`src/design/orc_regs.svh`:
```
// Register offsets, field positions, reset values and timing for the rack coupling status block
`ifndef ORC_REGS_SVH
`define ORC_REGS_SVH

// ****************************************************************
// Register offsets (byte addresses, one 32-bit word each)
// ****************************************************************
`define ORC_OFF_CTRL     8'h00
`define ORC_OFF_STATUS   8'h04
`define ORC_OFF_IRQ_STAT 8'h08
`define ORC_OFF_IRQ_MASK 8'h0c

// ****************************************************************
// Control fields
// ****************************************************************
`define ORC_CTRL_SLAVE   0
`define ORC_CTRL_INIT    1
`define ORC_CTRL_RST     32'h0000_0000

// ****************************************************************
// Status fields
// ****************************************************************
`define ORC_ST_STATE_LO  0
`define ORC_ST_STATE_HI  3
`define ORC_ST_MODE      4
`define ORC_ST_LINK1     5
`define ORC_ST_LINK2     6

// ****************************************************************
// Interrupt events
// ****************************************************************
`define ORC_EV_LINK1     0
`define ORC_EV_LINK2     1
`define ORC_EV_FAULT     2
`define ORC_EV_READY     3
`define ORC_EV_W         4
`define ORC_EV_RST       4'h0

// ****************************************************************
// Timing
// ****************************************************************
`define ORC_CLK_NS       8
`define ORC_DECAY_NS     1000
`define ORC_DECAY_CYC    ((`ORC_DECAY_NS) / (`ORC_CLK_NS))
`define ORC_ACK_STEP     8'h20

`endif

```
`src/design/orc_status_end.sv`:
```
// No logic lives in this unit

```
`src/design/orc_pkg.sv`:
```
// Types shared by the rack coupling status block
package orc_pkg;

   // Module state, one-hot
   typedef enum logic [3:0] {
      ORC_ST_POWERUP = 4'h1,
      ORC_ST_CONFIG  = 4'h2,
      ORC_ST_RUN     = 4'h4,
      ORC_ST_FAULT   = 4'h8
   } orc_state_t;

   // Coupling role
   typedef enum logic {
      ORC_MASTER = 1'b0,
      ORC_SLAVE  = 1'b1
   } orc_mode_t;

endpackage : orc_pkg

```
`src/design/orc_act_if.sv`:
```
// Acknowledge strobe and glow level between the top and an activity meter
`timescale 1ns/1ps
`default_nettype none

interface orc_act_if;
   logic ack;
   logic en;
   logic glow;
   modport mon  (input ack, input en, output glow);
   modport user (output ack, output en, input glow);
endinterface : orc_act_if

`default_nettype wire

```
`src/design/orc_activity.sv`:
```
// Activity meter: acknowledge density to a pulse-width glow
`timescale 1ns/1ps
`default_nettype none
`include "orc_regs.svh"

module orc_activity #(
   parameter int               LVL_W     = 8,
   parameter logic [LVL_W-1:0] STEP      = `ORC_ACK_STEP,
   parameter int               DECAY_CYC = `ORC_DECAY_CYC
) (
   input wire logic clk,
   input wire logic srst,
   input wire logic ce,
   orc_act_if.mon   act
);
   import orc_pkg::*;

   localparam int TW = $clog2(DECAY_CYC + 1);

   logic [LVL_W-1:0] level_q;
   logic [LVL_W-1:0] pwm_q;
   logic [TW-1:0]    tick_q;
   logic             glow_q;
   logic             tick;

   // Saturating add keeps a burst from wrapping to dark
   function automatic logic [LVL_W-1:0] sat_add(input logic [LVL_W-1:0] a,
                                                input logic [LVL_W-1:0] b);
      logic [LVL_W:0] s;
      s = {1'b0, a} + {1'b0, b};
      return s[LVL_W] ? {LVL_W{1'b1}} : s[LVL_W-1:0];
   endfunction : sat_add

   assign tick = (tick_q == TW'(DECAY_CYC - 1));

   // Decay period counter
   always_ff @(posedge clk) begin
      if (srst)
         tick_q <= '0;
      else if (ce)
         tick_q <= tick ? '0 : tick_q + 1'b1;
   end

   // Level rises per acknowledge, leaks one count per period
   always_ff @(posedge clk) begin
      if (srst || (ce && !act.en))
         level_q <= '0;
      else if (ce && act.ack)
         level_q <= sat_add(level_q, STEP);
      else if (ce && tick && level_q != '0)
         level_q <= level_q - 1'b1;
   end

   // Free running ramp for the brightness compare
   always_ff @(posedge clk) begin
      if (srst)
         pwm_q <= '0;
      else if (ce)
         pwm_q <= pwm_q + 1'b1;
   end

   // Brighter as traffic gets denser, dark with none
   always_ff @(posedge clk) begin
      if (srst)
         glow_q <= 1'b0;
      else if (ce)
         glow_q <= act.en && (level_q > pwm_q);
   end

   assign act.glow = glow_q;
endmodule : orc_activity

`default_nettype wire

```
`src/design/orc_status.sv`:
```
// Mode selection and status indication for the optical rack coupling module
// Function
// RULE_01: Master and slave mode by configuration; master after reset.
// RULE_02: Slave mode uses only the first port pair; second pair idle.
// RULE_03: Master serves up to two slaves, one per port pair.
// RULE_04: Three coupled racks: one master, two slaves.
// RULE_05: Two state lamps encode power-up, configured, running, fault.
// RULE_06: Pair1 startup lamp: sending startups as master, receiving as slave.
// RULE_07: Pair1 activity lamp follows acknowledge density, dark without them.
// RULE_08: Pair2 startup lamp shows startup sending, master mode only.
// RULE_09: Pair2 activity lamp shows slave acknowledges, master mode only.
// RULE_10: Pair1 link lamp lit while its receiver sees valid signal.
// RULE_11: Pair2 link lamp lit on valid receive, master mode only.
//
// Our own choices: strobed register access and the register addresses.
`timescale 1ns/1ps
`default_nettype none
`include "orc_regs.svh"

module orc_status #(
   parameter int DECAY_CYC = `ORC_DECAY_CYC
) (
   input  wire logic          REF_CLK,
   input  wire logic          SRST,
   input  wire logic          CE,
   // Register port
   input  wire logic [7:0]    BUS_ADDR,
   input  wire logic [31:0]   BUS_WDATA,
   input  wire logic          BUS_WR,
   input  wire logic          BUS_RD,
   output logic [31:0]        BUS_RDATA,
   output logic               IRQ,
   // Board state
   input  wire logic          CFG_DONE,
   input  wire logic          SUPPLY_FAULT,
   input  wire logic          HW_FAULT,
   // Link side events
   input  wire logic          PAIR1_STARTUP_TX,
   input  wire logic          PAIR1_STARTUP_RX,
   input  wire logic          PAIR2_STARTUP_TX,
   input  wire logic          PAIR1_ACK,
   input  wire logic          PAIR2_ACK,
   input  wire logic          PAIR1_RX_VALID,
   input  wire logic          PAIR2_RX_VALID,
   // Mode towards the link logic
   output orc_pkg::orc_mode_t MODE_SEL,
   output logic               PAIR2_ENABLE,
   // Indicators
   output logic               MODULE_OK_INDICATOR,
   output logic               MODULE_FAULT_INDICATOR,
   output logic               PAIR1_STARTUP_INDICATOR,
   output logic               PAIR1_ACTIVITY_INDICATOR,
   output logic               PAIR2_STARTUP_INDICATOR,
   output logic               PAIR2_ACTIVITY_INDICATOR,
   output logic               PAIR1_LINK_INDICATOR,
   output logic               PAIR2_LINK_INDICATOR
);
   import orc_pkg::*;

   // ****************************************************************
   // Declarations
   // ****************************************************************
   logic [31:0]        ctrl_q;
   logic [`ORC_EV_W-1:0] ist_q;
   logic [`ORC_EV_W-1:0] imask_q;
   logic [`ORC_EV_W-1:0] ev;
   logic [31:0]        rd_val;
   logic [31:0]        rdata_q;
   orc_state_t         state_q;
   orc_state_t         state_d;
   orc_mode_t          mode;
   logic               fault_in;
   logic               ok_q;
   logic               flt_q;
   logic               p1_start_q;
   logic               p2_start_q;
   logic               p1_link_q;
   logic               p2_link_q;
   logic               p1_link_d;
   logic               p2_link_d;
   logic               p2_en_q;
   logic               wr_ctrl;
   logic               wr_ist;
   logic               wr_imask;

   orc_act_if u_act1_if ();
   orc_act_if u_act2_if ();

   // Address match, shared by the write and read decode
   function automatic logic hit(input logic [7:0] a, input logic [7:0] off);
      return a == off;
   endfunction : hit

   // ****************************************************************
   // Register writes
   // ****************************************************************
   assign wr_ctrl  = BUS_WR && hit(BUS_ADDR, `ORC_OFF_CTRL);
   assign wr_ist   = BUS_WR && hit(BUS_ADDR, `ORC_OFF_IRQ_STAT);
   assign wr_imask = BUS_WR && hit(BUS_ADDR, `ORC_OFF_IRQ_MASK);

   // Control word; master until software asks otherwise
   always_ff @(posedge REF_CLK) begin
      if (SRST)
         ctrl_q <= `ORC_CTRL_RST; // see RULE_01
      else if (CE && wr_ctrl)
         ctrl_q <= BUS_WDATA;
   end

   // Role decode; racks agree on one master externally
   assign mode = ctrl_q[`ORC_CTRL_SLAVE] ? ORC_SLAVE : ORC_MASTER; // see RULE_01 see RULE_04

   // Second pair only carries traffic as master
   always_ff @(posedge REF_CLK) begin
      if (SRST)
         p2_en_q <= 1'b1;
      else if (CE)
         p2_en_q <= (mode == ORC_MASTER); // see RULE_02 see RULE_03
   end

   assign MODE_SEL     = mode;
   assign PAIR2_ENABLE = p2_en_q;

   // ****************************************************************
   // Module state
   // ****************************************************************
   assign fault_in = SUPPLY_FAULT || HW_FAULT;

   // Fault is terminal: only a reset brings the module back
   always_comb begin
      state_d = state_q;
      unique case (state_q)
         ORC_ST_POWERUP: begin
            if (CFG_DONE)
               state_d = ORC_ST_CONFIG;
         end
         ORC_ST_CONFIG: begin
            if (ctrl_q[`ORC_CTRL_INIT])
               state_d = ORC_ST_RUN;
         end
         ORC_ST_RUN: begin
            if (!ctrl_q[`ORC_CTRL_INIT])
               state_d = ORC_ST_CONFIG;
         end
         ORC_ST_FAULT: begin
            state_d = ORC_ST_FAULT;
         end
         default: begin
            state_d = ORC_ST_FAULT;
         end
      endcase
      if (fault_in)
         state_d = ORC_ST_FAULT;
   end

   always_ff @(posedge REF_CLK) begin
      if (SRST)
         state_q <= ORC_ST_POWERUP;
      else if (CE)
         state_q <= state_d;
   end

   // Two lamps, four codes
   always_ff @(posedge REF_CLK) begin
      if (SRST) begin
         ok_q  <= 1'b0;
         flt_q <= 1'b0;
      end else if (CE) begin
         ok_q  <= (state_q == ORC_ST_RUN) || (state_q == ORC_ST_FAULT); // see RULE_05
         flt_q <= (state_q == ORC_ST_CONFIG) || (state_q == ORC_ST_FAULT); // see RULE_05
      end
   end

   // ****************************************************************
   // Link indicators
   // ****************************************************************
   assign p1_link_d = PAIR1_RX_VALID; // see RULE_10
   assign p2_link_d = (mode == ORC_MASTER) && PAIR2_RX_VALID; // see RULE_11

   // Startup and link lamps; pair two is dark as slave
   always_ff @(posedge REF_CLK) begin
      if (SRST) begin
         p1_start_q <= 1'b0;
         p2_start_q <= 1'b0;
         p1_link_q  <= 1'b0;
         p2_link_q  <= 1'b0;
      end else if (CE) begin
         p1_start_q <= (mode == ORC_MASTER) ? PAIR1_STARTUP_TX : PAIR1_STARTUP_RX; // see RULE_06
         p2_start_q <= (mode == ORC_MASTER) && PAIR2_STARTUP_TX; // see RULE_08
         p1_link_q  <= p1_link_d;
         p2_link_q  <= p2_link_d;
      end
   end

   // Activity meters; a disabled meter is forced dark
   assign u_act1_if.ack = PAIR1_ACK;
   assign u_act1_if.en  = 1'b1; // see RULE_07
   assign u_act2_if.ack = PAIR2_ACK;
   assign u_act2_if.en  = (mode == ORC_MASTER); // see RULE_09

   orc_activity #(
      .DECAY_CYC (DECAY_CYC)
   ) u_act1 (
      .clk  (REF_CLK),
      .srst (SRST),
      .ce   (CE),
      .act  (u_act1_if.mon)
   );

   orc_activity #(
      .DECAY_CYC (DECAY_CYC)
   ) u_act2 (
      .clk  (REF_CLK),
      .srst (SRST),
      .ce   (CE),
      .act  (u_act2_if.mon)
   );

   assign MODULE_OK_INDICATOR      = ok_q;
   assign MODULE_FAULT_INDICATOR   = flt_q;
   assign PAIR1_STARTUP_INDICATOR  = p1_start_q;
   assign PAIR2_STARTUP_INDICATOR  = p2_start_q;
   assign PAIR1_ACTIVITY_INDICATOR = u_act1_if.glow;
   assign PAIR2_ACTIVITY_INDICATOR = u_act2_if.glow;
   assign PAIR1_LINK_INDICATOR     = p1_link_q;
   assign PAIR2_LINK_INDICATOR     = p2_link_q;

   // ****************************************************************
   // Interrupts
   // ****************************************************************
   // Events: link changes, fault entry, reaching run
   always_comb begin
      ev = '0;
      ev[`ORC_EV_LINK1] = (p1_link_d != p1_link_q);
      ev[`ORC_EV_LINK2] = (p2_link_d != p2_link_q);
      ev[`ORC_EV_FAULT] = (state_d == ORC_ST_FAULT) && (state_q != ORC_ST_FAULT);
      ev[`ORC_EV_READY] = (state_d == ORC_ST_RUN) && (state_q != ORC_ST_RUN);
   end

   // Sticky bits, write one to clear; a new event beats the clear
   always_ff @(posedge REF_CLK) begin
      if (SRST)
         ist_q <= `ORC_EV_RST;
      else if (CE)
         ist_q <= (ist_q & ~(wr_ist ? BUS_WDATA[`ORC_EV_W-1:0] : `ORC_EV_RST)) | ev;
   end

   always_ff @(posedge REF_CLK) begin
      if (SRST)
         imask_q <= `ORC_EV_RST;
      else if (CE && wr_imask)
         imask_q <= BUS_WDATA[`ORC_EV_W-1:0];
   end

   // Level output straight from flops
   assign IRQ = |(ist_q & imask_q);

   // ****************************************************************
   // Register reads
   // ****************************************************************
   // Unmapped offsets read as zero
   always_comb begin
      rd_val = '0;
      if (hit(BUS_ADDR, `ORC_OFF_CTRL))
         rd_val = ctrl_q;
      if (hit(BUS_ADDR, `ORC_OFF_STATUS)) begin
         rd_val[`ORC_ST_STATE_HI:`ORC_ST_STATE_LO] = state_q;
         rd_val[`ORC_ST_MODE]  = mode;
         rd_val[`ORC_ST_LINK1] = p1_link_q;
         rd_val[`ORC_ST_LINK2] = p2_link_q;
      end
      if (hit(BUS_ADDR, `ORC_OFF_IRQ_STAT))
         rd_val[`ORC_EV_W-1:0] = ist_q;
      if (hit(BUS_ADDR, `ORC_OFF_IRQ_MASK))
         rd_val[`ORC_EV_W-1:0] = imask_q;
   end

   // Data stands only in the cycle after the strobe
   always_ff @(posedge REF_CLK) begin
      if (SRST)
         rdata_q <= '0;
      else if (CE)
         rdata_q <= BUS_RD ? rd_val : '0;
   end

   assign BUS_RDATA = rdata_q;
endmodule : orc_status

`default_nettype wire

```
`config.mk`:
```
export PLATFORM = sky130hd
export DESIGN_NAME = orc_status
export DESIGN_NICKNAME = d
export VERILOG_FILES = /design/src/design/orc_status_end.sv /design/src/design/orc_pkg.sv /design/src/design/orc_act_if.sv /design/src/design/orc_activity.sv /design/src/design/orc_status.sv
export VERILOG_INCLUDE_DIRS = /design/src /design/src/design
export SDC_FILE = /design/constraint.sdc
export NUM_CORES = 1
export LEC_CHECK = 0
export ABC_AREA = 1
export BUFFER_PORTS_ARGS = -buffer_cell sky130_fd_sc_hd__buf_4
export CAP_MARGIN = 20
export CELL_PAD_IN_SITES_DETAIL_PLACEMENT = 1
export CELL_PAD_IN_SITES_GLOBAL_PLACEMENT = 1
export CORE_ASPECT_RATIO = 1.2
export CORE_MARGIN = 5
export CORE_UTILIZATION = 41
export DETAILED_ROUTE_END_ITERATION = 12
export GPL_ROUTABILITY_DRIVEN = 0
export GPL_TIMING_DRIVEN = 0
export PLACE_DENSITY_LB_ADDON = 0.1
export SLEW_MARGIN = 40
export SYNTH_ARGS = -nofsm -noshare
export SYNTH_HDL_FRONTEND = slang
export SYNTH_SLANG_ARGS = --single-unit
```
`constraint.sdc`:
```
create_clock -name REF_CLK -period 1.65 [get_ports REF_CLK]
set_input_delay 0.0825 -clock REF_CLK [delete_from_list [all_inputs] [get_ports REF_CLK]]
set_output_delay 0.0825 -clock REF_CLK [all_outputs]
set_load 0.02 [all_outputs]
```
==> out/results.tsv <==
metric	value	unit
first-pass GRT wire length	33000	um
cells on worst reg2reg path	6	
switching pwr	1.961	mW
area share of the leading cell type in the synthesized netlist	41.08	%
Critical Path RT	1980	ps
synth top area cells	dfxtp_1 (41%), nand2_1 (12%), nor2_1 (7.6%)	
Die W	123.9	um
Post-DP Area	7357	um^2
post-synthesis sequential area ratio	41.08	%
Power Density	959.7	nW/um^2
most frequent CP cell	nand3_1	
RSZ-0062 raised after global routing	no	
prevailing post-synth register cell	dfxtp_1	
Mapped Nets	980	
cell area after layout	8426	um^2
Pwr Total	8.086	mW
Cells after Synth	893	
Detailed Route WL	20300	um
placed cells	1196	
Routed Antenna Nets	0	
Setup crit start kind	register	
post-DP HPWL	14150	um
Slew @ Worst Pin	789.3	ps
Routed WL per cell	16.00	um
Final Hold Viols	0	
htree depth	4	
P&R area growth vs syn	31.99	%
crit-path cells	inv_2 -> nand3_1 -> nand3_1 -> dlygate4sd3_1 -> nand2_1 -> inv_1	
Crit Reg-Reg Endpoint	PAIR1_STARTUP_INDICATOR$_SDFFE_PP0P_	
Initial DRC Count	256	
Worst EP arrival	1850	ps
Yosys cell types	37	
Slowest Stage Delay on Critical Path	570	ps
Total Routing Usage GR	23.17	%
clock power share	50.0	%
grt peak-use layer	met2	
Congestion Overflow GR	0	
skew final	6.196	ps
clk_lat worst skew	420	ps
R2R Setup Slk	130	ps
clk buf depth	2	
power share of the sequential group	40.7	%
vias per cell	4.976	
largest net degree at the start of global routing	17	
hold path cells	5	
Finish-stage setup viols	0	
Clk pin slew, worst setup/hold paths	60	ps
Hold Crit Class	input port to register	
Crit path max-delay family	buffers and inverters	
met3 Usage GRT	5.622	%
Core Util, Final	54.53	%
setup TNS	0	ps
DR vias	6314	
Max Slew Vio Count	0	
Hold EP	state_q[1]$_SDFFE_PP0P_	
EDFF count, synth	0	
worst hold start	CFG_DONE	
I/O Pins	98	
crit path buf inv count	3	
CTS tree	done	
Max-slew headroom	47.38	%
setup ws final	125.4	ps
Sw Ratio	24.26	%
post-route clock period utilization	92.40	%
# port buffers	95	
DRC	0	
# nets final	1135	
worst slack, placed	36.27	ps
Syn Std Cell Area	6384	um^2
DRT Pass-1 Iters	4	
footprint of the multi-input gates	3271	um^2
met1 Usage GRT	26.91	%
synthesis-stage register bit count	131	
worst hold slack	31.21	ps
Int Power	6.124	mW
Avg Inst Size Synth	7.149	um^2
Sink Count	131	
Async S/R FF share, synth	0	%
leakage power	3.747	nW
chip height	146.7	um
Commonest cells post-synth	nand2_1 (196), dfxtp_1 (131), nor2_1 (130)	
fin cells	1269	
CP max-delay cell	dlygate4sd3_1	
crit-path max FO	7	
CTS Buf Count	17	
Inserted Diodes	0	
# Max-Cap Violations	0	
fraction of layout cells with a size suffix above 1	17.53	%
CTS root buf	clkbuf_16	
Core ar.	15450	um^2
initial antenna violation count	0	
fmax	655.9	MHz
top cell type by total area after synthesis	dfxtp_1	
most common cell in the netlist	nand2_1	
GR Util met2	41.79	%
Final Critical Period	1525	ps
Cell Rows	50	
reg-to-reg startpoint	ctrl_q[0]$_SDFFE_PP0P_	
outcome	complete, no violations	
Die Area	18180	um^2
critical path class	register to register	
Yosys warnings	0	
Gate power share	9.3	%
Crit. End Element	register	
number of global-route vias before repair	6521	
# fillers	1999	
Initial Util	41.31	%
sequential cell area	2623	um^2
Max IR drop VDD	552.7	uV
[cells in the final DEF (no fill, tap or decap), types with 3 or more instances in the layout]
master / n
buf_6: 8
inv_2: 5
clkbuf_16: 17
nand3_1: 41
o21ai_1: 3
inv_1: 80
clkinv_4: 3
bufinv_16: 4
nor2_1: 128
a21oi_2: 3
xor2_1: 5
nand2_2: 10
nand2_4: 3
nand3_2: 3
dlygate4sd3_1: 41
buf_2: 9
clkinv_2: 3
a21oi_1: 91
nor2_4: 4
clkbuf_1: 15
o211ai_1: 5
nand2_1: 194
dfxtp_1: 131
o21ai_0: 72
xnor2_1: 4
a31oi_1: 7
ha_1: 32
buf_4: 95
nor3_1: 15
nor2_2: 8
[worst max-delay path by stage]
| stage | depth (start not counted) | startpoint | slack, ps | end |
|---|---|---|---|---|
| after floorplan | 8 | u_act2.level_q[0]$_SDFFE_PP0P_ | 360 | u_act2.level_q[6]$_SDFFE_PP0P_ |
| after global placement | 9 | u_act1.tick_q[1]$_SDFFE_PP0P_ | 90 | u_act1.level_q[5]$_SDFFE_PP0P_ |
| after detailed placement | 9 | u_act1.tick_q[1]$_SDFFE_PP0P_ | 40 | u_act1.level_q[5]$_SDFFE_PP0P_ |
| after CTS | 9 | u_act1.tick_q[1]$_SDFFE_PP0P_ | 20 | u_act1.level_q[5]$_SDFFE_PP0P_ |
| after global routing | 9 | u_act1.tick_q[1]$_SDFFE_PP0P_ | 6 | u_act1.level_q[5]$_SDFFE_PP0P_ |
| final | 6 | ctrl_q[0]$_SDFFE_PP0P_ | 130 | PAIR1_STARTUP_INDICATOR$_SDFFE_PP0P_ |
[kinds of logic (layout without fill, tap and decap cells)]
family	after synthesis	after routing	synth area share, %
fa+ha+maj	32	32	6.272
buf+inv	119	287	8.173
flops	131	131	41.08
xor+xnor	9	9	1.235
simple gates	418	418	28.19
compound gates	184	184	15.05
[metal layers]
metal / vias to the layer above / routed length (um)
met5: - / 0
met4: 0 / 272
met3: 27 / 814
met2: 102 / 10810
met1: 2981 / 8408
li1: 3204 / -
[state kept, by name, summed over array words and instances, names as in the netlist, 4 cells and up]
name            count
u_act1.pwm_q        8
state_q             4
u_act1.tick_q       7
ctrl_q             32
u_act1.level_q      8
u_act2.level_q      8
u_act2.tick_q       7
ist_q               4
imask_q             4
BUS_RDATA          32
u_act2.pwm_q        8
[worst min-delay path: cells and delay by family]
kind | cells | cell delay (ps)
buf+inv | 1 | 120
simple gates | 3 | 160
compound gates | 1 | 50
[cell type report]
type                    instances  area share (%)
clock buffers                  20           5.301
plain buffers                  32           2.302
repair buffers                136           13.34
well taps                     208           3.089
inverters                      87           3.891
clock inverters                12           2.138
flip-flops and latches        131           31.13
multi-input cells             643           38.82
[power groups by stage]
| stage | Clock, mW | Sequential, mW | Combinational, mW |
|---|---|---|---|
| 6_report | 4.04 | 3.29 | 0.748 |
| 5_1_grt | 4.25 | 3.30 | 0.837 |
| 4_1_cts | 4.10 | 3.29 | 0.740 |
| 3_5_place_dp | 0 | 3.36 | 0.652 |
| 3_3_place_gp | 0 | 3.36 | 0.638 |
| 2_1_floorplan | 0 | 3.36 | 0.375 |
[timing repair]
action                                  in CTS  in global routing
endpoints found under the setup margin       0                 13
resized for setup                            0                 13
hold buffers                                41                  0
endpoints found under the hold margin       41                  0
buffers inserted                             0                  0
Note: power is estimated with default switching activity, not from simulation.
